[src/design/lisi_pkg.sv]
package lisi_pkg;

    // Register indices; the byte address is four times the index
    localparam logic [7:0] LISI_IDX_RT_STATUS = 8'h18;
    localparam logic [7:0] LISI_IDX_RX_LEVEL = 8'h19;
    localparam logic [7:0] LISI_IDX_EVENTS = 8'h1a;
    localparam logic [7:0] LISI_IDX_IRQ_EN = 8'h1b;
    localparam logic [7:0] LISI_IDX_TX_CTRL = 8'h13;
    localparam logic [7:0] LISI_IDX_RX_MODE = 8'h20;

    // Real-time status bit positions
    localparam int LISI_RT_RX_FAIL = 6;
    localparam int LISI_RT_OVER_EQ = 5;
    localparam int LISI_RT_UNDER_EQ = 4;
    localparam int LISI_RT_OPEN = 2;
    localparam int LISI_RT_SHORT = 1;
    localparam int LISI_RT_LOST = 0;

    // Latched event layout: fall events in [6:4], rise events in [2:0]
    localparam int LISI_EV_FALL_LSB = 4;
    localparam int LISI_EV_RISE_LSB = 0;
    localparam int LISI_EV_GROUP_W = 3;
    localparam logic [7:0] LISI_EV_MASK = 8'h77;

    // Level code sits in the upper nibble
    localparam int LISI_LEVEL_LSB = 4;
    localparam int LISI_LEVEL_W = 4;

    // Receive master-mode fields
    localparam int LISI_MODE_ENABLE = 7;
    localparam int LISI_MODE_INIT_DONE = 6;
    localparam int LISI_MODE_SOFT_RST = 1;
    localparam int LISI_MODE_LINE_TYPE = 0;
    localparam logic [7:0] LISI_MODE_MASK = 8'hc3;

    // Transmit control field
    localparam int LISI_TX_DRV_EN = 0;
    localparam logic [7:0] LISI_TX_CTRL_MASK = 8'h01;

    // Reset values
    localparam logic [7:0] LISI_RST_BYTE = 8'h00;
    localparam logic [31:0] LISI_RST_WORD = 32'h0000_0000;
    localparam logic [23:0] LISI_PAD_HI = 24'h00_0000;

    // Bus answer states
    typedef enum logic [1:0] {
        LISI_ST_IDLE = 2'b01,
        LISI_ST_DONE = 2'b10
    } lisi_bus_state_t;

endpackage

[src/design/lisi_link_if.sv]
`timescale 1ns/1ps
`default_nettype none
interface lisi_link_if;
    logic [7:0] rt_status;  // Sampled real-time flags
    logic [7:0] clr_mask;   // Write-1 clear pulse for events
    logic [7:0] events;     // Latched events
    logic [7:0] irq_enable; // Per-event enables
    logic [7:0] mode;       // Receive master-mode byte
    logic tx_en;            // Transmit driver enable
    logic hiz_a;            // High-impedance control pins
    logic hiz_b;
    logic pos_oe;           // Driver output enables
    logic neg_oe;
    logic irq;              // Interrupt request
    logic fr_enable;        // Framer run
    logic fr_low_power;     // Framer parked
    logic fr_reset;         // Framer held in reset
    logic fr_e1;            // Framer line type

    modport top (output rt_status, clr_mask, irq_enable, mode, tx_en, hiz_a, hiz_b,
                 input events, pos_oe, neg_oe, irq, fr_enable, fr_low_power, fr_reset, fr_e1);
    modport latch (input rt_status, clr_mask, output events);
    modport drive (input events, irq_enable, mode, tx_en, hiz_a, hiz_b,
                   output pos_oe, neg_oe, irq, fr_enable, fr_low_power, fr_reset, fr_e1);
endinterface
`default_nettype wire

[src/design/lisi_event_latch.sv]
`timescale 1ns/1ps
`default_nettype none
module lisi_event_latch
    import lisi_pkg::*;
(
    input wire logic pclk,
    input wire logic presetn,
    lisi_link_if.latch lnk
);

    typedef struct packed {
        logic [7:0] prev;   // Flags one cycle earlier
        logic [7:0] events; // Sticky event bits
    } lisi_latch_state_t;

    lisi_latch_state_t r_ff;
    lisi_latch_state_t nxt_r;
    logic [7:0] set_v;

    // Edge detect and sticky update
    always_comb begin
        nxt_r = r_ff;
        set_v = LISI_RST_BYTE;
        // Rising flags land in the low group
        set_v[LISI_EV_RISE_LSB +: LISI_EV_GROUP_W] =
            lnk.rt_status[LISI_RT_LOST +: LISI_EV_GROUP_W] &
            ~r_ff.prev[LISI_RT_LOST +: LISI_EV_GROUP_W];
        // Falling flags land in the high group
        set_v[LISI_EV_FALL_LSB +: LISI_EV_GROUP_W] =
            r_ff.prev[LISI_RT_LOST +: LISI_EV_GROUP_W] &
            ~lnk.rt_status[LISI_RT_LOST +: LISI_EV_GROUP_W];
        // Clear only where a 1 is written; a new edge beats the clear
        nxt_r.events = ((r_ff.events & ~lnk.clr_mask) | set_v) & LISI_EV_MASK;
        nxt_r.prev = lnk.rt_status;
    end

    // State register
    always_ff @(posedge pclk or negedge presetn) begin
        if (!presetn) begin
            r_ff <= '0;
        end else begin
            r_ff <= nxt_r;
        end
    end

    assign lnk.events = r_ff.events;

endmodule // lisi_event_latch
`default_nettype wire

[src/design/lisi_drive.sv]
`timescale 1ns/1ps
`default_nettype none
module lisi_drive
    import lisi_pkg::*;
(
    input wire logic pclk,
    input wire logic presetn,
    lisi_link_if.drive lnk
);

    typedef struct packed {
        logic pos_oe;
        logic neg_oe;
        logic irq;
        logic fr_enable;
        logic fr_low_power;
        logic fr_reset;
        logic fr_e1;
    } lisi_drive_state_t;

    lisi_drive_state_t r_ff;
    lisi_drive_state_t nxt_r;
    logic drv_on;

    // Pin enables, interrupt merge and framer controls
    always_comb begin
        nxt_r = r_ff;
        // Driver needs the enable and at least one control pin low
        drv_on = lnk.tx_en & (~lnk.hiz_a | ~lnk.hiz_b);
        nxt_r.pos_oe = drv_on;
        nxt_r.neg_oe = drv_on;
        // Any enabled sticky event raises the request
        nxt_r.irq = |(lnk.events & lnk.irq_enable & LISI_EV_MASK);
        // Receiver runs only after init done with the enable set
        nxt_r.fr_enable = lnk.mode[LISI_MODE_ENABLE] & lnk.mode[LISI_MODE_INIT_DONE];
        nxt_r.fr_low_power = ~lnk.mode[LISI_MODE_ENABLE];
        nxt_r.fr_reset = lnk.mode[LISI_MODE_SOFT_RST];
        nxt_r.fr_e1 = lnk.mode[LISI_MODE_LINE_TYPE];
    end

    // State register; framer starts parked like a zero enable bit
    always_ff @(posedge pclk or negedge presetn) begin
        if (!presetn) begin
            r_ff <= '0;
            r_ff.fr_low_power <= 1'b1;
        end else begin
            r_ff <= nxt_r;
        end
    end

    assign lnk.pos_oe = r_ff.pos_oe;
    assign lnk.neg_oe = r_ff.neg_oe;
    assign lnk.irq = r_ff.irq;
    assign lnk.fr_enable = r_ff.fr_enable;
    assign lnk.fr_low_power = r_ff.fr_low_power;
    assign lnk.fr_reset = r_ff.fr_reset;
    assign lnk.fr_e1 = r_ff.fr_e1;

endmodule // lisi_drive
`default_nettype wire

[src/design/lisi_top.sv]
// Function
// - Driver enable zero floats line outputs
// - Status bit 6 shows receive short
// - Status bit 5 follows over-equalized
// - Status bit 4 follows under-equalized
// - Status bit 2 shows transmit open
// - Status bit 1 shows transmit short
// - Status bit 0 shows signal loss
// - Level register upper nibble shows amplitude
// - Falling flags set event bits 6..4
// - Rising flags set event bits 2..0
// - Events clear only on written one
// - Enabled set event drives interrupt pin
// - Enable bits mask matching events
// - Mode register field layout, receive only
// - Enable zero parks framer low power
// - Init done with enable starts receiver
// - Soft reset bit holds framer reset
// - Line type selects T1 or E1
//
// Design decision made here: the APB register port.
`timescale 1ns/1ps
`default_nettype none
module lisi_top
    import lisi_pkg::*;
#(
    parameter int ADDR_W = 8 // Byte address width
) (
    input wire logic pclk,
    input wire logic presetn,
    input wire logic psel,
    input wire logic penable,
    input wire logic pwrite,
    input wire logic [ADDR_W-1:0] paddr,
    input wire logic [31:0] pwdata,
    input wire logic [3:0] pstrb,
    output logic [31:0] prdata,
    output logic pready,
    output logic pslverr,
    input wire logic rx_short_fault,
    input wire logic rx_over_equalized,
    input wire logic rx_under_equalized,
    input wire logic tx_open_circuit,
    input wire logic tx_short_circuit,
    input wire logic rx_signal_lost,
    input wire logic [3:0] rx_level_code,
    input wire logic tx_hiz_ctrl_pin_a,
    input wire logic tx_hiz_ctrl_pin_b,
    output logic tx_line_pos_oe,
    output logic tx_line_neg_oe,
    output logic irq_request_pin,
    output logic rx_framer_enable,
    output logic rx_framer_low_power,
    output logic rx_framer_soft_reset,
    output logic rx_line_type_select
);

    // All block state in one record
    typedef struct packed {
        lisi_bus_state_t state;           // Bus answer phase
        logic [31:0] prdata;              // Captured read word
        logic pready;                     // Answer strobe
        logic pslverr;                    // Unmapped access flag
        logic [7:0] line_realtime_status; // Sampled flags
        logic [7:0] line_receive_level;   // Sampled level code
        logic [7:0] line_event_irq_enable;
        logic [7:0] receive_framer_master_mode;
        logic [7:0] tx_driver_control;    // Holds the driver enable
    } lisi_top_state_t;

    lisi_top_state_t r_ff;
    lisi_top_state_t nxt_r;
    logic [7:0] clr_v;
    logic [7:0] wbyte;
    logic wr_go;

    lisi_link_if lnk();

    // Address hit on a register index; low two bits must be zero
    function automatic logic reg_hit(input logic [ADDR_W-1:0] a, input logic [7:0] idx);
        logic [ADDR_W-1:0] byte_addr;
        byte_addr = ADDR_W'({idx, 2'b00});
        reg_hit = (a == byte_addr);
    endfunction

    // Read multiplexer; unmapped bits and registers read zero
    function automatic logic [7:0] rd_byte(input logic [ADDR_W-1:0] a,
                                           input lisi_top_state_t s,
                                           input logic [7:0] ev);
        rd_byte = LISI_RST_BYTE;
        if (reg_hit(a, LISI_IDX_RT_STATUS)) begin
            rd_byte = s.line_realtime_status;
        end else if (reg_hit(a, LISI_IDX_RX_LEVEL)) begin
            rd_byte = s.line_receive_level;
        end else if (reg_hit(a, LISI_IDX_EVENTS)) begin
            rd_byte = ev & LISI_EV_MASK;
        end else if (reg_hit(a, LISI_IDX_IRQ_EN)) begin
            rd_byte = s.line_event_irq_enable;
        end else if (reg_hit(a, LISI_IDX_TX_CTRL)) begin
            rd_byte = s.tx_driver_control;
        end else if (reg_hit(a, LISI_IDX_RX_MODE)) begin
            rd_byte = s.receive_framer_master_mode;
        end
    endfunction

    // Whether an address names any register
    function automatic logic is_mapped(input logic [ADDR_W-1:0] a);
        is_mapped = reg_hit(a, LISI_IDX_RT_STATUS) | reg_hit(a, LISI_IDX_RX_LEVEL) |
                    reg_hit(a, LISI_IDX_EVENTS) | reg_hit(a, LISI_IDX_IRQ_EN) |
                    reg_hit(a, LISI_IDX_TX_CTRL) | reg_hit(a, LISI_IDX_RX_MODE);
    endfunction

    // Next-state logic: flag sampling and the bus slave
    always_comb begin
        nxt_r = r_ff;
        clr_v = LISI_RST_BYTE;
        wbyte = pwdata[7:0];
        wr_go = 1'b0;

        // Flags are re-sampled every cycle, never held
        nxt_r.line_realtime_status = LISI_RST_BYTE;
        nxt_r.line_realtime_status[LISI_RT_RX_FAIL] = rx_short_fault;
        nxt_r.line_realtime_status[LISI_RT_OVER_EQ] = rx_over_equalized;
        nxt_r.line_realtime_status[LISI_RT_UNDER_EQ] = rx_under_equalized;
        nxt_r.line_realtime_status[LISI_RT_OPEN] = tx_open_circuit;
        nxt_r.line_realtime_status[LISI_RT_SHORT] = tx_short_circuit;
        nxt_r.line_realtime_status[LISI_RT_LOST] = rx_signal_lost;
        nxt_r.line_receive_level = LISI_RST_BYTE;
        nxt_r.line_receive_level[LISI_LEVEL_LSB +: LISI_LEVEL_W] = rx_level_code;

        // Answer strobe lasts exactly one cycle
        nxt_r.pready = 1'b0;
        nxt_r.pslverr = 1'b0;

        case (r_ff.state)
            LISI_ST_IDLE: begin
                // First access cycle: capture the answer, raise ready next edge
                if (psel && penable) begin
                    nxt_r.pready = 1'b1;
                    nxt_r.pslverr = ~is_mapped(paddr);
                    if (!pwrite) begin
                        nxt_r.prdata = {LISI_PAD_HI, rd_byte(paddr, r_ff, lnk.events)};
                    end
                    nxt_r.state = LISI_ST_DONE;
                end
            end
            LISI_ST_DONE: begin
                // Ready is seen now; the write commits on this edge only
                nxt_r.state = LISI_ST_IDLE;
                wr_go = psel && penable && pwrite && pstrb[0];
            end
            default: begin
                // Recover from an illegal code
                nxt_r.state = LISI_ST_IDLE;
            end
        endcase

        // Write decode; read-only registers ignore writes
        if (wr_go) begin
            if (reg_hit(paddr, LISI_IDX_EVENTS)) begin
                clr_v = wbyte & LISI_EV_MASK;
            end else if (reg_hit(paddr, LISI_IDX_IRQ_EN)) begin
                nxt_r.line_event_irq_enable = wbyte & LISI_EV_MASK;
            end else if (reg_hit(paddr, LISI_IDX_TX_CTRL)) begin
                nxt_r.tx_driver_control = wbyte & LISI_TX_CTRL_MASK;
            end else if (reg_hit(paddr, LISI_IDX_RX_MODE)) begin
                // Only the four defined mode fields are stored
                nxt_r.receive_framer_master_mode = wbyte & LISI_MODE_MASK;
            end
        end
    end

    // State register
    always_ff @(posedge pclk or negedge presetn) begin
        if (!presetn) begin
            r_ff.state <= LISI_ST_IDLE;
            r_ff.prdata <= LISI_RST_WORD;
            r_ff.pready <= 1'b0;
            r_ff.pslverr <= 1'b0;
            r_ff.line_realtime_status <= LISI_RST_BYTE;
            r_ff.line_receive_level <= LISI_RST_BYTE;
            r_ff.line_event_irq_enable <= LISI_RST_BYTE;
            r_ff.receive_framer_master_mode <= LISI_RST_BYTE;
            r_ff.tx_driver_control <= LISI_RST_BYTE;
        end else begin
            r_ff <= nxt_r;
        end
    end

    // Feed the helper modules
    assign lnk.rt_status = r_ff.line_realtime_status;
    assign lnk.clr_mask = clr_v;
    assign lnk.irq_enable = r_ff.line_event_irq_enable;
    // Init-done ordering is left to software; the flops just follow writes
    assign lnk.mode = r_ff.receive_framer_master_mode;
    assign lnk.tx_en = r_ff.tx_driver_control[LISI_TX_DRV_EN];
    assign lnk.hiz_a = tx_hiz_ctrl_pin_a;
    assign lnk.hiz_b = tx_hiz_ctrl_pin_b;

    lisi_event_latch u_latch (
        .pclk(pclk),
        .presetn(presetn),
        .lnk(lnk.latch)
    );

    lisi_drive u_drive (
        .pclk(pclk),
        .presetn(presetn),
        .lnk(lnk.drive)
    );

    // Outputs straight from flops
    assign prdata = r_ff.prdata;
    assign pready = r_ff.pready;
    assign pslverr = r_ff.pslverr;
    assign tx_line_pos_oe = lnk.pos_oe;
    assign tx_line_neg_oe = lnk.neg_oe;
    assign irq_request_pin = lnk.irq;
    assign rx_framer_enable = lnk.fr_enable;
    assign rx_framer_low_power = lnk.fr_low_power;
    assign rx_framer_soft_reset = lnk.fr_reset;
    assign rx_line_type_select = lnk.fr_e1;

endmodule // lisi_top
`default_nettype wire

[config.mk]
export PLATFORM = sky130hd
export DESIGN_NAME = lisi_top
export DESIGN_NICKNAME = d
export VERILOG_FILES = /design/src/design/lisi_pkg.sv /design/src/design/lisi_link_if.sv /design/src/design/lisi_event_latch.sv /design/src/design/lisi_drive.sv /design/src/design/lisi_top.sv
export SDC_FILE = /design/constraint.sdc
export NUM_CORES = 1
export LEC_CHECK = 0
export BUFFER_PORTS_ARGS = -buffer_cell sky130_fd_sc_hd__buf_2
export CAP_MARGIN = 15
export CORE_ASPECT_RATIO = 0.7
export CORE_MARGIN = 5
export CORE_UTILIZATION = 25
export CTS_CLUSTER_SIZE = 24
export DETAILED_ROUTE_END_ITERATION = 12
export GPL_TIMING_DRIVEN = 0
export SLEW_MARGIN = 10
export SYNTH_ARGS = -nofsm -noshare
export SYNTH_HDL_FRONTEND = slang
export SYNTH_SLANG_ARGS = --single-unit
[constraint.sdc]
create_clock -name pclk -period 1.9 [get_ports pclk]
set_input_delay 0.285 -clock pclk [delete_from_list [all_inputs] [get_ports pclk]]
set_output_delay 0.285 -clock pclk [all_outputs]
set_load 0.02 [all_outputs]
---- Yosys cells after proc, flatten, opt, wreduce, memory -nomap -nowiden ----
Index checks and enable logic that the tools add are counted.
Widths: inputs -> output; s select.
word-level totals
  bits in registers ....................... 48
  output and inout port bits .............. 41
cells by class
  eq/ne operators ......................... 9
  mux-type cells .......................... 13
  bitwise gates (word level) .............. 24
  reduce and logical (&&, ||, !) cells .... 8
operators with widths
  operator            number
  $mux 8              7
  $eq 8x7->1 const B  5
  $mux 36             1
  $and 7x7->7         2
  $mux 7              2
  $eq 8x8->1 const B  1
  $not 1->1           8
  $not 7->7           1
  $or 7x7->7          1
  $and 3x3->3         2
  $not 3->3           2
  $or 1x1->1          6
  $reduce_and 3->1    2
  $reduce_or 6->1     1
  $reduce_and 5->1    1
  $mux 2              2
  $reduce_and 4->1    1
  $logic_and 1x1->1   3
  $and 1x1->1         2
  $eq 2x1->1 const B  1
  $eq 2x2->1 const B  1
  $ne 2x2->1 const B  1
  $mux 1              1

---- Depth between registers and ports, before layout ----
Gate-level depths: netlist of the first run.
  word-level depth ........................ 10
  depth in mapped cells ................... 6
  depth with buffers taken out ............ 5

---- Hierarchy ----
Synthesis of the first run repeated with hierarchy kept, for this count alone.
unflattened totals
  cells, all modules ...................... 204
  area total of the unflattened synthesis .. 2,278.4 um^2
by module, submodules not included
  module            times used  cells an instance  area each (um^2)
  lisi_top          1           157                1,706.6
  lisi_event_latch  1           33                 367.9
  lisi_drive        1           14                 203.9

---- Worst setup path after synthesis of the first run ----
OpenSTA, ideal clock, no wires.
  path kind ............................... in2reg
  start ................................... input port paddr[3]
  end ..................................... register r_ff, in the netlist lnk.mode[0]
  library setup time ...................... 0.125 ns
  arrival time ............................ 1.380 ns
  data required time ...................... 1.775 ns
  slack ................................... 0.395 ns
  stages .................................. 6
  path buffers ............................ 2
  cells stage by stage .................... buf_2 -> nor2_1 -> and3_1 -> and3_1 -> buf_4 -> mux2_2
between the ends
  longest elaborated chain between the ends .. 3
RTL lines
  item                                   line             RTL
  from (decl)                            lisi_top.sv:34   input wire logic [ADDR_W-1:0] paddr,
  $eq 8x7->1                             lisi_top.sv:83   reg_hit = (a == byte_addr);
  $not 1->1 (no source line)             -
  $reduce_and 5->1 (no source line) (*)  -
  to (signal assigned)                   lisi_top.sv:186  r_ff <= nxt_r;
  to (decl)                              lisi_top.sv:71   lisi_top_state_t r_ff;
Mark *: on every way between the ends. The rest lies on a longest branch, timed or not.
A chain may end at the register's enable or synchronous reset.

---- Final worst setup path of the first run ----
  start ................................... register r_ff[74] (netlist name)
  end ..................................... register r_ff, in the netlist lnk.mode[7]
between the ends
  longest elaborated chain between the ends .. 3
RTL lines
  item                               line             RTL
  $eq 2x2->1                         lisi_top.sv:135  case (r_ff.state)
  $mux 1                             lisi_top.sv:135
  $reduce_and 5->1 (no source line)  -
Every way passes these cells.

==> results.py, run 1 <==
metrics = {
    "cts": {
        "tritoncts": "done",
        "clk_latency_ps": 290,
        "cts_resized": 0,
        "clkSinkCount": 47,
        "cts_max_path_buffers": 2,
        "post-cts-setup-buffer-count": 0,
        "root_buffer": "clkbuf_16",
        "cts_htree_levels": 2,
        "numCtsBuffers": 5,
        "clkTransAtPathRegs_ps": 70,
    },
    "cells_and_area": {
        "diodes": 0,
        "final_util_pct": 33.3,
        "fin_nets": 332,
        "finalInstanceArea_um2": 2840,
        "syn_to_final_growth_pct": 29.5,
        "drive_above_1_share_pct": 40.8,
        "fillCellCount": 892,
        "stdcell_count": 392,
    },
    "floorplanning": {
        "start_util_pct": 25.7,
        "dieArea_um2": 10800,
        "die_y_um": 88.3,
        "rows": 28,
        "core_um2": 8510,
        "die_w_um": 122,
        "io-pin-count": 102,
    },
    "setup_path": {
        "worstSetupStartpoint": "r_ff[74]$_DFFE_PN1P_",
        "cp-endpoint": "lnk.mode[7]$_DFFE_PN0P_",
        "worstSetupStartpointType": "flop",
        "r2r-start": "r_ff[74]$_DFFE_PN1P_",
        "r2r_end": "lnk.mode[7]$_DFFE_PN0P_",
        "critPathMaxFanout": 9,
        "critPathArrivalTime_ps": 1830,
        "end_kind": "flop",
        "criticalPathCategory": "flop to flop",
        "r2r_slack_ps": 240,
        "reg2reg_depth": 4,
        "required_ps": 2070,
    },
    "routing": {
        "totalWireLength_um": 5150,
        "drt_iter0_markers": 67,
        "vias": 1549,
        "wl_per_cell_um": 13.1,
        "first_pass_iters": 4,
        "avgViaCountPerCell": 3.95,
        "drc": 0,
        "antenna_left": 0,
    },
    "sta": {
        "hold_violations": 0,
        "setup_tns_ps": 0,
        "max_slew_margin_pct": 63.3,
        "fmax_mhz": 604,
        "setup_violations": 0,
        "period_needed_ps": 1660,
        "fin_crit_sh_pct": 87.1,
        "postLayoutSetupSlackWorst_ps": 244,
        "final.setup_skew_ps": 10.8,
        "drv_slew": 0,
        "holdWs_ps": 96.6,
        "rsz0062_at_grt": "false",
        "worst_pin_slew_ps": 550,
    },
    "placed_design": {
        "place_hpwl_um": 4060,
        "io_buffers": 47,
        "place_inst": 382,
        "dp_slack_ps": 26.5,
        "routabilityCongestion": 0.807,
        "dpl_cell_area_um2": 2670,
    },
    "grt": {
        "antenna_found_initial": 0,
        "grt.overflow.total": 0,
        "grt_max_degree": 48,
        "grt.total_usage_pct": 9.82,
        "grt_pass1_vias": 1544,
        "grt_pass1_wl_um": 8050,
    },
    "logic_synthesis": {
        "mappedNetlistArea_um2": 2190,
        "ys_types": 36,
        "synth_seq_area_share_pct": 53.8,
        "ys_ff_latch": 47,
        "synthTopCellsByArea": "dfrtp_1 (51%), buf_4 (12%), mux2_2 (5.7%)",
        "synthArstFlopShare_pct": 100,
        "yosys.area.top_type": "dfrtp_1",
        "ys_warn_count": 0,
        "avgSynthCellArea_um2": 11.5,
        "ys.flop_type": "dfrtp_1",
        "postSynthCellCount": 191,
        "synth_top_cell_area_share_pct": 51.4,
        "synth_edf_count": 0,
    },
    "power": {
        "leakage_nw": 1.45,
        "power_density_nw_per_um2": 744,
        "total_power_mw": 2.11,
        "ir_drop_mv": 0.299,
    },
    "hold_path": {
        "whs_path_depth": 1,
        "min_path_type": "input port to flop",
    },
    "status": {
        "outcome": "complete, no violations",
    },
    "flow_run": {
        "maxCapViolations": 0,
    },
}
==> timing repair <==
action	CTS	global route
endpoints found under the hold margin	0	15
setup endpoints to repair	0	0
hold buffers	0	1
==> metal layers <==
layer / vias up / global-route usage (%) / part of all wire [%]
li1: 782 / - / -
met5: - / 0 / 0
met2: 60 / 14.0 / 42
met4: 0 / 3.36 / 0.97
met1: 702 / 13.9 / 47
met3: 5 / 3.26 / 9.4
==> cell usage after synthesis, drive strengths merged, types with 2 or more instances <==
library cell / n
o21ai: 7
mux4: 2
dfrtp: 45
a21oi: 5
and3: 2
nand4: 7
a22o: 3
nand2: 13
and2: 2
nor3: 6
buf: 38
a32oi: 3
nand2b: 3
mux2i: 5
nand3: 7
nor2: 6
o2bb2ai: 3
dfstp: 2
inv: 6
a22oi: 3
mux2: 11
==> how the worst min path moves through the flow <==
stage,startpoint,end,slack (ps)
after detailed placement,lnk.rt_status[0]$_DFF_PN0_,u_latch.r_ff[8]$_DFF_PN0_,370
after global placement,lnk.rt_status[0]$_DFF_PN0_,u_latch.r_ff[8]$_DFF_PN0_,360
final,rx_level_code[1],r_ff[29]$_DFF_PN0_,100
after CTS,tx_short_circuit,lnk.rt_status[1]$_DFF_PN0_,90
after global routing,tx_short_circuit,lnk.rt_status[1]$_DFF_PN0_,90
after floorplan,presetn,lnk.irq_enable[0]$_DFFE_PN0P_,-10
==> power by group <==
part,switching [mW],internal (mW)
combinational,0.137,0.0922
sequential,0.0102,1.02
clock,0.364,0.486
total,0.512,1.60
==> cells in the final DEF, fill, tap and decap left out, types with 2 or more instances in the layout <==
cell / n
nor3_1: 5
buf_2: 51
nand2_1: 13
nor2_1: 6
nand2b_1: 3
nand4_1: 7
mux4_2: 2
mux2_2: 11
clkbuf_1: 2
dfstp_2: 2
a21oi_1: 5
and3_1: 2
inv_1: 6
dfrtp_1: 45
o21ai_0: 7
mux2i_1: 5
a32oi_1: 3
buf_4: 34
conb_1: 25
a22oi_1: 3
o2bb2ai_1: 3
clkbuf_16: 5
a22o_1: 3
and2_1: 2
nand3_1: 6
==> cell type report <==
cell class / instances / area [µm²] / area share, %
sequential: 47 / 1180 / 41.5
buffer: 39 / 279 / 9.83
timing repair buffer: 49 / 265 / 9.34
inverter: 6 / 22.5 / 0.793
tap: 120 / 150 / 5.29
multi-input combinational: 123 / 802 / 28.3
clock inverter: 2 / 12.5 / 0.441
clock buffer: 6 / 129 / 4.54
==> logic make-up after synthesis <==
logic type,after synthesis,share of synthesized area [%]
and+or+nand+nor,51,13.2
DFF,47,53.8
buffers and inverters,45,13.8
AOI/OAI and AO/OA,29,9.08
muxes,18,9.99
other,1,0.171
==> worst max-delay path, stage by stage (launching register included) <==
cell and delay, ps:
dfstp_2 380, nor3b_4 460, and3_1 230, buf_4 140, mux2_2 330
==> flip-flops by register name (all words and copies together), names as in the netlist <==
signal / cells
pready: 1
u_latch.lnk.events: 6
u_latch.r_ff: 3
u_drive.lnk.pos_oe: 1
u_drive.lnk.irq: 1
lnk.tx_en: 1
prdata: 7
lnk.irq_enable: 6
r_ff: 6
lnk.rt_status: 6
pslverr: 1
u_drive.lnk.fr_enable: 1
u_drive.lnk.fr_e1: 1
u_drive.lnk.fr_low_power: 1
u_drive.lnk.fr_reset: 1
lnk.mode: 4
(Power assumes the default switching activity.)
==> inputs of run 2 (changes only) <==
--- a/config.mk
+++ b/config.mk
@@ -5,14 +5,18 @@
 export SDC_FILE = /design/constraint.sdc
 export NUM_CORES = 1
 export LEC_CHECK = 0
+export ABC_CLOCK_PERIOD_IN_PS = 1900
 export BUFFER_PORTS_ARGS = -buffer_cell sky130_fd_sc_hd__buf_2
 export CAP_MARGIN = 15
+export CELL_PAD_IN_SITES_DETAIL_PLACEMENT = 1
+export CELL_PAD_IN_SITES_GLOBAL_PLACEMENT = 1
 export CORE_ASPECT_RATIO = 0.7
 export CORE_MARGIN = 5
 export CORE_UTILIZATION = 25
 export CTS_CLUSTER_SIZE = 24
 export DETAILED_ROUTE_END_ITERATION = 12
 export GPL_TIMING_DRIVEN = 0
+export PLACE_DENSITY_LB_ADDON = 0.1
 export SLEW_MARGIN = 10
 export SYNTH_ARGS = -nofsm -noshare
 export SYNTH_HDL_FRONTEND = slang
==> run 2 against run 1 <==
  * Clock-buffer cell count up 2
  * Utilization down 0.15 points
  * Combinational power about the same
  * Maximum frequency down 0.98%
  * Total power up 3.4%
  * Via count up 2.4%
  * Largest cell class unchanged
  * Worst hold slack worse by 96 ps
  * Global-route usage up 1.3 points
  * Worst setup slack worse by 16 ps
  * First-iteration DRC count down 37%
  * Sequential cell count unchanged
  * Critical path type unchanged
==> results.py, run 2 (synthesis results as in run 1) <==
metrics = {
    "setup_path": {
        "worstSetupStartpointType": "flop",
        "r2r-start": "r_ff[74]$_DFFE_PN1P_",
        "end_kind": "flop",
        "required_ps": 2060,
        "critPathArrivalTime_ps": 1830,
        "criticalPathCategory": "flop to flop",
        "r2r_slack_ps": 230,
        "r2r_end": "prdata[0]$_DFFE_PN0P_",
        "reg2reg_depth": 6,
        "critPathMaxFanout": 8,
    },
    "flow_run": {
        "maxCapViolations": 0,
    },
    "placed_design": {
        "place_inst": 382,
        "dpl_cell_area_um2": 2670,
        "place_hpwl_um": 4350,
        "routabilityCongestion": 0.748,
        "dp_slack_ps": -35.1,
        "io_buffers": 47,
    },
    "routing": {
        "drc": 0,
        "first_pass_iters": 4,
        "vias": 1586,
        "avgViaCountPerCell": 4.07,
        "wl_met2_um": 2370,
        "wl_per_cell_um": 14.7,
        "totalWireLength_um": 5730,
        "drt_iter0_markers": 42,
        "wl_met1_um": 2940,
        "antenna_left": 0,
        "highest_layer": "met4",
        "wl_met3_um": 349,
    },
    "sta": {
        "worst_pin_slew_ps": 619,
        "fin_crit_sh_pct": 88.0,
        "postLayoutSetupSlackWorst_ps": 228,
        "final.setup_skew_ps": 3.59,
        "period_needed_ps": 1670,
        "fmax_mhz": 598,
        "max_slew_margin_pct": 58.7,
        "hold_violations": 0,
        "holdWs_ps": 0.174,
        "setup_violations": 0,
        "rsz0062_at_grt": "false",
        "setup_tns_ps": 0,
        "drv_slew": 0,
    },
    "grt": {
        "grt_pass1_vias": 1640,
        "grt_pass1_wl_um": 9060,
        "antenna_found_initial": 0,
        "grt_max_degree": 48,
        "grt.total_usage_pct": 11.1,
        "grt.overflow.total": 0,
    },
    "floorplanning": {
        "die_w_um": 122,
        "dieArea_um2": 10800,
        "die_y_um": 88.3,
        "io-pin-count": 102,
        "rows": 28,
        "start_util_pct": 25.7,
        "core_um2": 8510,
    },
    "cells_and_area": {
        "largest_reg_flops": 7,
        "finalInstanceArea_um2": 2830,
        "diodes": 0,
        "fin_nets": 330,
        "final_cell_mix": "buf_2 (50), dfrtp_1 (45), buf_4 (35)",
        "final_util_pct": 33.2,
        "syn_to_final_growth_pct": 28.9,
        "stdcell_count": 390,
        "final_common_cell": "buf_2",
        "drive_above_1_share_pct": 40.7,
        "top_register": "prdata",
    },
    "cts": {
        "clkSinkCount": 47,
        "cts_hold_buf": 0,
        "cts_htree_levels": 2,
        "clk_latency_ps": 290,
        "root_buffer": "clkbuf_16",
        "cts_max_path_buffers": 2,
        "clkTransAtPathRegs_ps": 60,
        "numCtsBuffers": 5,
        "cts_resized": 0,
        "tritoncts": "done",
        "post-cts-setup-buffer-count": 0,
    },
    "power": {
        "power.switching_mw": 0.514,
        "power_density_nw_per_um2": 773,
        "total_power_mw": 2.18,
        "ir_drop_mv": 0.282,
        "pwr-share-comb_pct": 10.6,
        "pwr-share-seq_pct": 47.2,
        "swShare_pct": 23.5,
        "cell_internal_pwr_mw": 1.67,
        "power_frac_clock_pct": 42.2,
        "leakage_nw": 1.45,
    },
    "hold_path": {
        "min_path_type": "input port to asynchronous set/reset pin",
    },
    "status": {
        "outcome": "complete, no violations",
    },
}
-- run 2: cell count changes in the layout (fill, tap and decap cells not counted), sizes merged --
| cell | before | now |
|---|---|---|
| clkinv | 1 | 0 |
| buf | 86 | 85 |
| clkbuf | 7 | 9 |
| dlygate4sd3 | 1 | 0 |
| clkinvlp | 1 | 0 |
-- run 2: area by class of cell --
cell class | instances | area (µm²)
fill | 974 | 5690
sequential | 47 | 1180
multi-input combinational | 123 | 802
buffer | 39 | 279
timing repair buffer | 47 | 238
clock buffer | 8 | 156
tap | 120 | 150
inverter | 6 | 22.5
-- run 2: layer usage --
layer / track usage [%] / up-vias
li1: - / 771
met1: 16.3 / 762
met2: 15.6 / 46
met3: 3.64 / 7
met4: 3.05 / 0
met5: 0 / -
-- run 2: power groups by stage --
stage          combinational, mW  clock [mW]  sequential, mW
3_3_place_gp               0.230           0            1.05
6_report                   0.231       0.921            1.03
2_1_floorplan              0.137           0            1.05
3_5_place_dp               0.230           0            1.05
5_1_grt                    0.254        1.00            1.03
4_1_cts                    0.231       0.964            1.03
-- run 2: how the worst max path moves through the flow --
stage,start,endpoint,cells past startpoint
after floorplan,paddr[3],lnk.mode[0]$_DFFE_PN0P_,6
after global placement,pwrite,lnk.mode[7]$_DFFE_PN0P_,6
after detailed placement,pwrite,lnk.mode[0]$_DFFE_PN0P_,6
after CTS,r_ff[74]$_DFFE_PN1P_,prdata[0]$_DFFE_PN0P_,6
after global routing,r_ff[74]$_DFFE_PN1P_,prdata[0]$_DFFE_PN0P_,4
final,r_ff[74]$_DFFE_PN1P_,prdata[0]$_DFFE_PN0P_,6
-- run 2: worst max-delay path: stages (launching register included) --
cell      delay, ps
dfstp_2         550
nand4b_1        270
inv_1           160
nand2b_1         60
clkbuf_1        210
a32oi_1         180
o21ai_0         110
==> inputs of run 3 (changes only) <==
--- a/config.mk
+++ b/config.mk
@@ -20,4 +20,5 @@
 export SLEW_MARGIN = 10
 export SYNTH_ARGS = -nofsm -noshare
 export SYNTH_HDL_FRONTEND = slang
+export SYNTH_HIERARCHICAL = 1
 export SYNTH_SLANG_ARGS = --single-unit
==> run 3 against run 2 <==
  * Register-to-register slack got worse by 130 ps
  * Clock skew grew 4.2 ps
  * Die area grew 2.8%
  * Global-route usage is 0.62 points lower
  * Synthesized area grew 3.1%
  * Worst setup slack lost 130 ps
  * Final area increased by 3.4%
  * Largest cell class unchanged
  * Largest power group unchanged
  * Highest routed layer unchanged
==> results.py, run 3 <==
metrics = {
    "sta": {
        "rsz0062_at_grt": "false",
        "final.setup_skew_ps": 7.83,
        "fin_crit_sh_pct": 94.8,
        "fmax_mhz": 555,
        "drv_slew": 0,
        "max_slew_margin_pct": 58.5,
        "postLayoutSetupSlackWorst_ps": 99.0,
        "setup_violations": 0,
        "hold_violations": 0,
        "worst_pin_slew_ps": 622,
        "period_needed_ps": 1800,
    },
    "routing": {
        "wl_per_cell_um": 14.1,
        "avgViaCountPerCell": 3.91,
        "antenna_left": 0,
        "vias": 1574,
        "totalWireLength_um": 5680,
        "drt_iter0_markers": 36,
        "drc": 0,
        "first_pass_iters": 4,
    },
    "setup_path": {
        "end_kind": "flop",
        "critPathArrivalTime_ps": 1970,
        "criticalPathCategory": "input port to flop",
        "critPathMaxFanout": 6,
        "required_ps": 2060,
        "worstSetupStartpointType": "input port",
    },
    "grt": {
        "grt_pass1_vias": 1624,
        "grt.total_usage_pct": 10.5,
        "grt_max_degree": 48,
        "grt.overflow.total": 0,
        "antenna_found_initial": 0,
        "grt_pass1_wl_um": 8770,
    },
    "logic_synthesis": {
        "postSynthCellCount": 201,
        "mappedNetlistArea_um2": 2260,
        "avgSynthCellArea_um2": 11.2,
        "ys_warn_count": 6,
    },
    "placed_design": {
        "dpl_cell_area_um2": 2740,
        "place_hpwl_um": 4450,
        "io_buffers": 46,
        "routabilityCongestion": 0.733,
        "dp_slack_ps": -499,
    },
    "floorplanning": {
        "dieArea_um2": 11100,
        "rows": 29,
        "io-pin-count": 102,
        "start_util_pct": 25.3,
        "core_um2": 8930,
        "die_w_um": 124,
        "die_y_um": 89.5,
    },
    "cells_and_area": {
        "largest_reg_flops": 7,
        "drive_above_1_share_pct": 41.2,
        "syn_to_final_growth_pct": 29.3,
        "finalInstanceArea_um2": 2920,
        "top_register": "prdata",
        "final_util_pct": 32.7,
        "diodes": 0,
        "final_common_cell": "buf_2",
        "final_cell_mix": "buf_2 (46), dfrtp_1 (45), buf_4 (41)",
        "fin_nets": 339,
    },
    "power": {
        "leakage_nw": 1.49,
        "ir_drop_mv": 0.354,
        "power_density_nw_per_um2": 800,
    },
    "cts": {
        "clkTransAtPathRegs_ps": 60,
        "numCtsBuffers": 5,
        "clk_latency_ps": 280,
        "post-cts-setup-buffer-count": 0,
        "clkSinkCount": 47,
        "cts_max_path_buffers": 2,
        "tritoncts": "done",
        "root_buffer": "clkbuf_16",
        "cts_htree_levels": 2,
    },
    "hold_path": {
        "min_path_type": "input port to asynchronous set/reset pin",
    },
    "flow_run": {
        "maxCapViolations": 0,
    },
    "status": {
        "outcome": "complete, no violations",
    },
}
-- run 3: repair_timing --
item / in CTS / in global routing
pin swaps: 0 / 0
hold endpoints to repair: 0 / 0
endpoints found under the setup margin: 6 / 3
hold buffers: 0 / 0
gates resized for setup: 1 / 1
-- run 3: through the flow --
step | cells | power (mW) | hold slack (ps) | setup TNS, ps
2_1_floorplan | 225 | 1.23 | -10.6 | 0
3_3_place_gp | 395 | 1.33 | 392 | -3020
3_5_place_dp | 395 | 1.33 | 395 | -3100
4_1_cts | 403 | 2.37 | 99.1 | 0
5_1_grt | 403 | 2.44 | 77.2 | 0
6_report | 403 | 2.34 | 10.8 | 0
-- run 3: power breakdown --
group          internal, mW  switching [mW]  total, mW
Sequential             1.03          0.0161       1.05
Clock                 0.655           0.372       1.03
Combinational         0.109           0.156      0.265
-- run 3: layout make-up --
cell class | count | area (µm²)
buffer | 44 | 324
timing repair buffer | 46 | 233
tap | 124 | 155
clock inverter | 2 | 35.0
multi-input combinational | 120 | 806
inverter | 14 | 52.6
clock buffer | 6 | 139
sequential | 47 | 1180
fill | 1032 | 6000
-- run 3: worst max-delay path, cell delays in order --
cell	delay (ps)
buf_2	100
nor3_1	460
nand4_1	300
nor2_2	430
mux2_2	380
-- run 3: path summary, 6_finish.rpt --
check | start | endpoint | slack (ps) | cells after the start
worst max-delay path | paddr[4] | lnk.irq_enable[2]$_DFFE_PN0P_ | 100 | 5
min in group pclk | rx_short_fault | lnk.rt_status[6]$_DFF_PN0_ | 110 | 1
worst min-delay path | presetn | prdata[4]$_DFFE_PN0P_ | 10 | 1
max in group asynchronous | presetn | lnk.irq_enable[0]$_DFFE_PN0P_ | 1460 | 1
worst min register to register | lnk.mode[1]$_DFFE_PN0P_ | u_drive/lnk.fr_reset$_DFF_PN0_ | 430 | 0
worst max register to register | r_ff[74]$_DFFE_PN1P_ | lnk.irq_enable[2]$_DFFE_PN0P_ | 100 | 4
-- run 3: routing by layer --
| metal | wire, µm | vias to the layer above | GRT usage (%) | part of all wire, % |
|---|---|---|---|---|
| li1 | - | 782 | - | - |
| met1 | 2940 | 752 | 15.8 | 52 |
| met2 | 2410 | 38 | 14.8 | 42 |
| met3 | 301 | 2 | 3.10 | 5.3 |
| met4 | 28 | 0 | 2.11 | 0.49 |
| met5 | 0 | - | 0 | 0 |
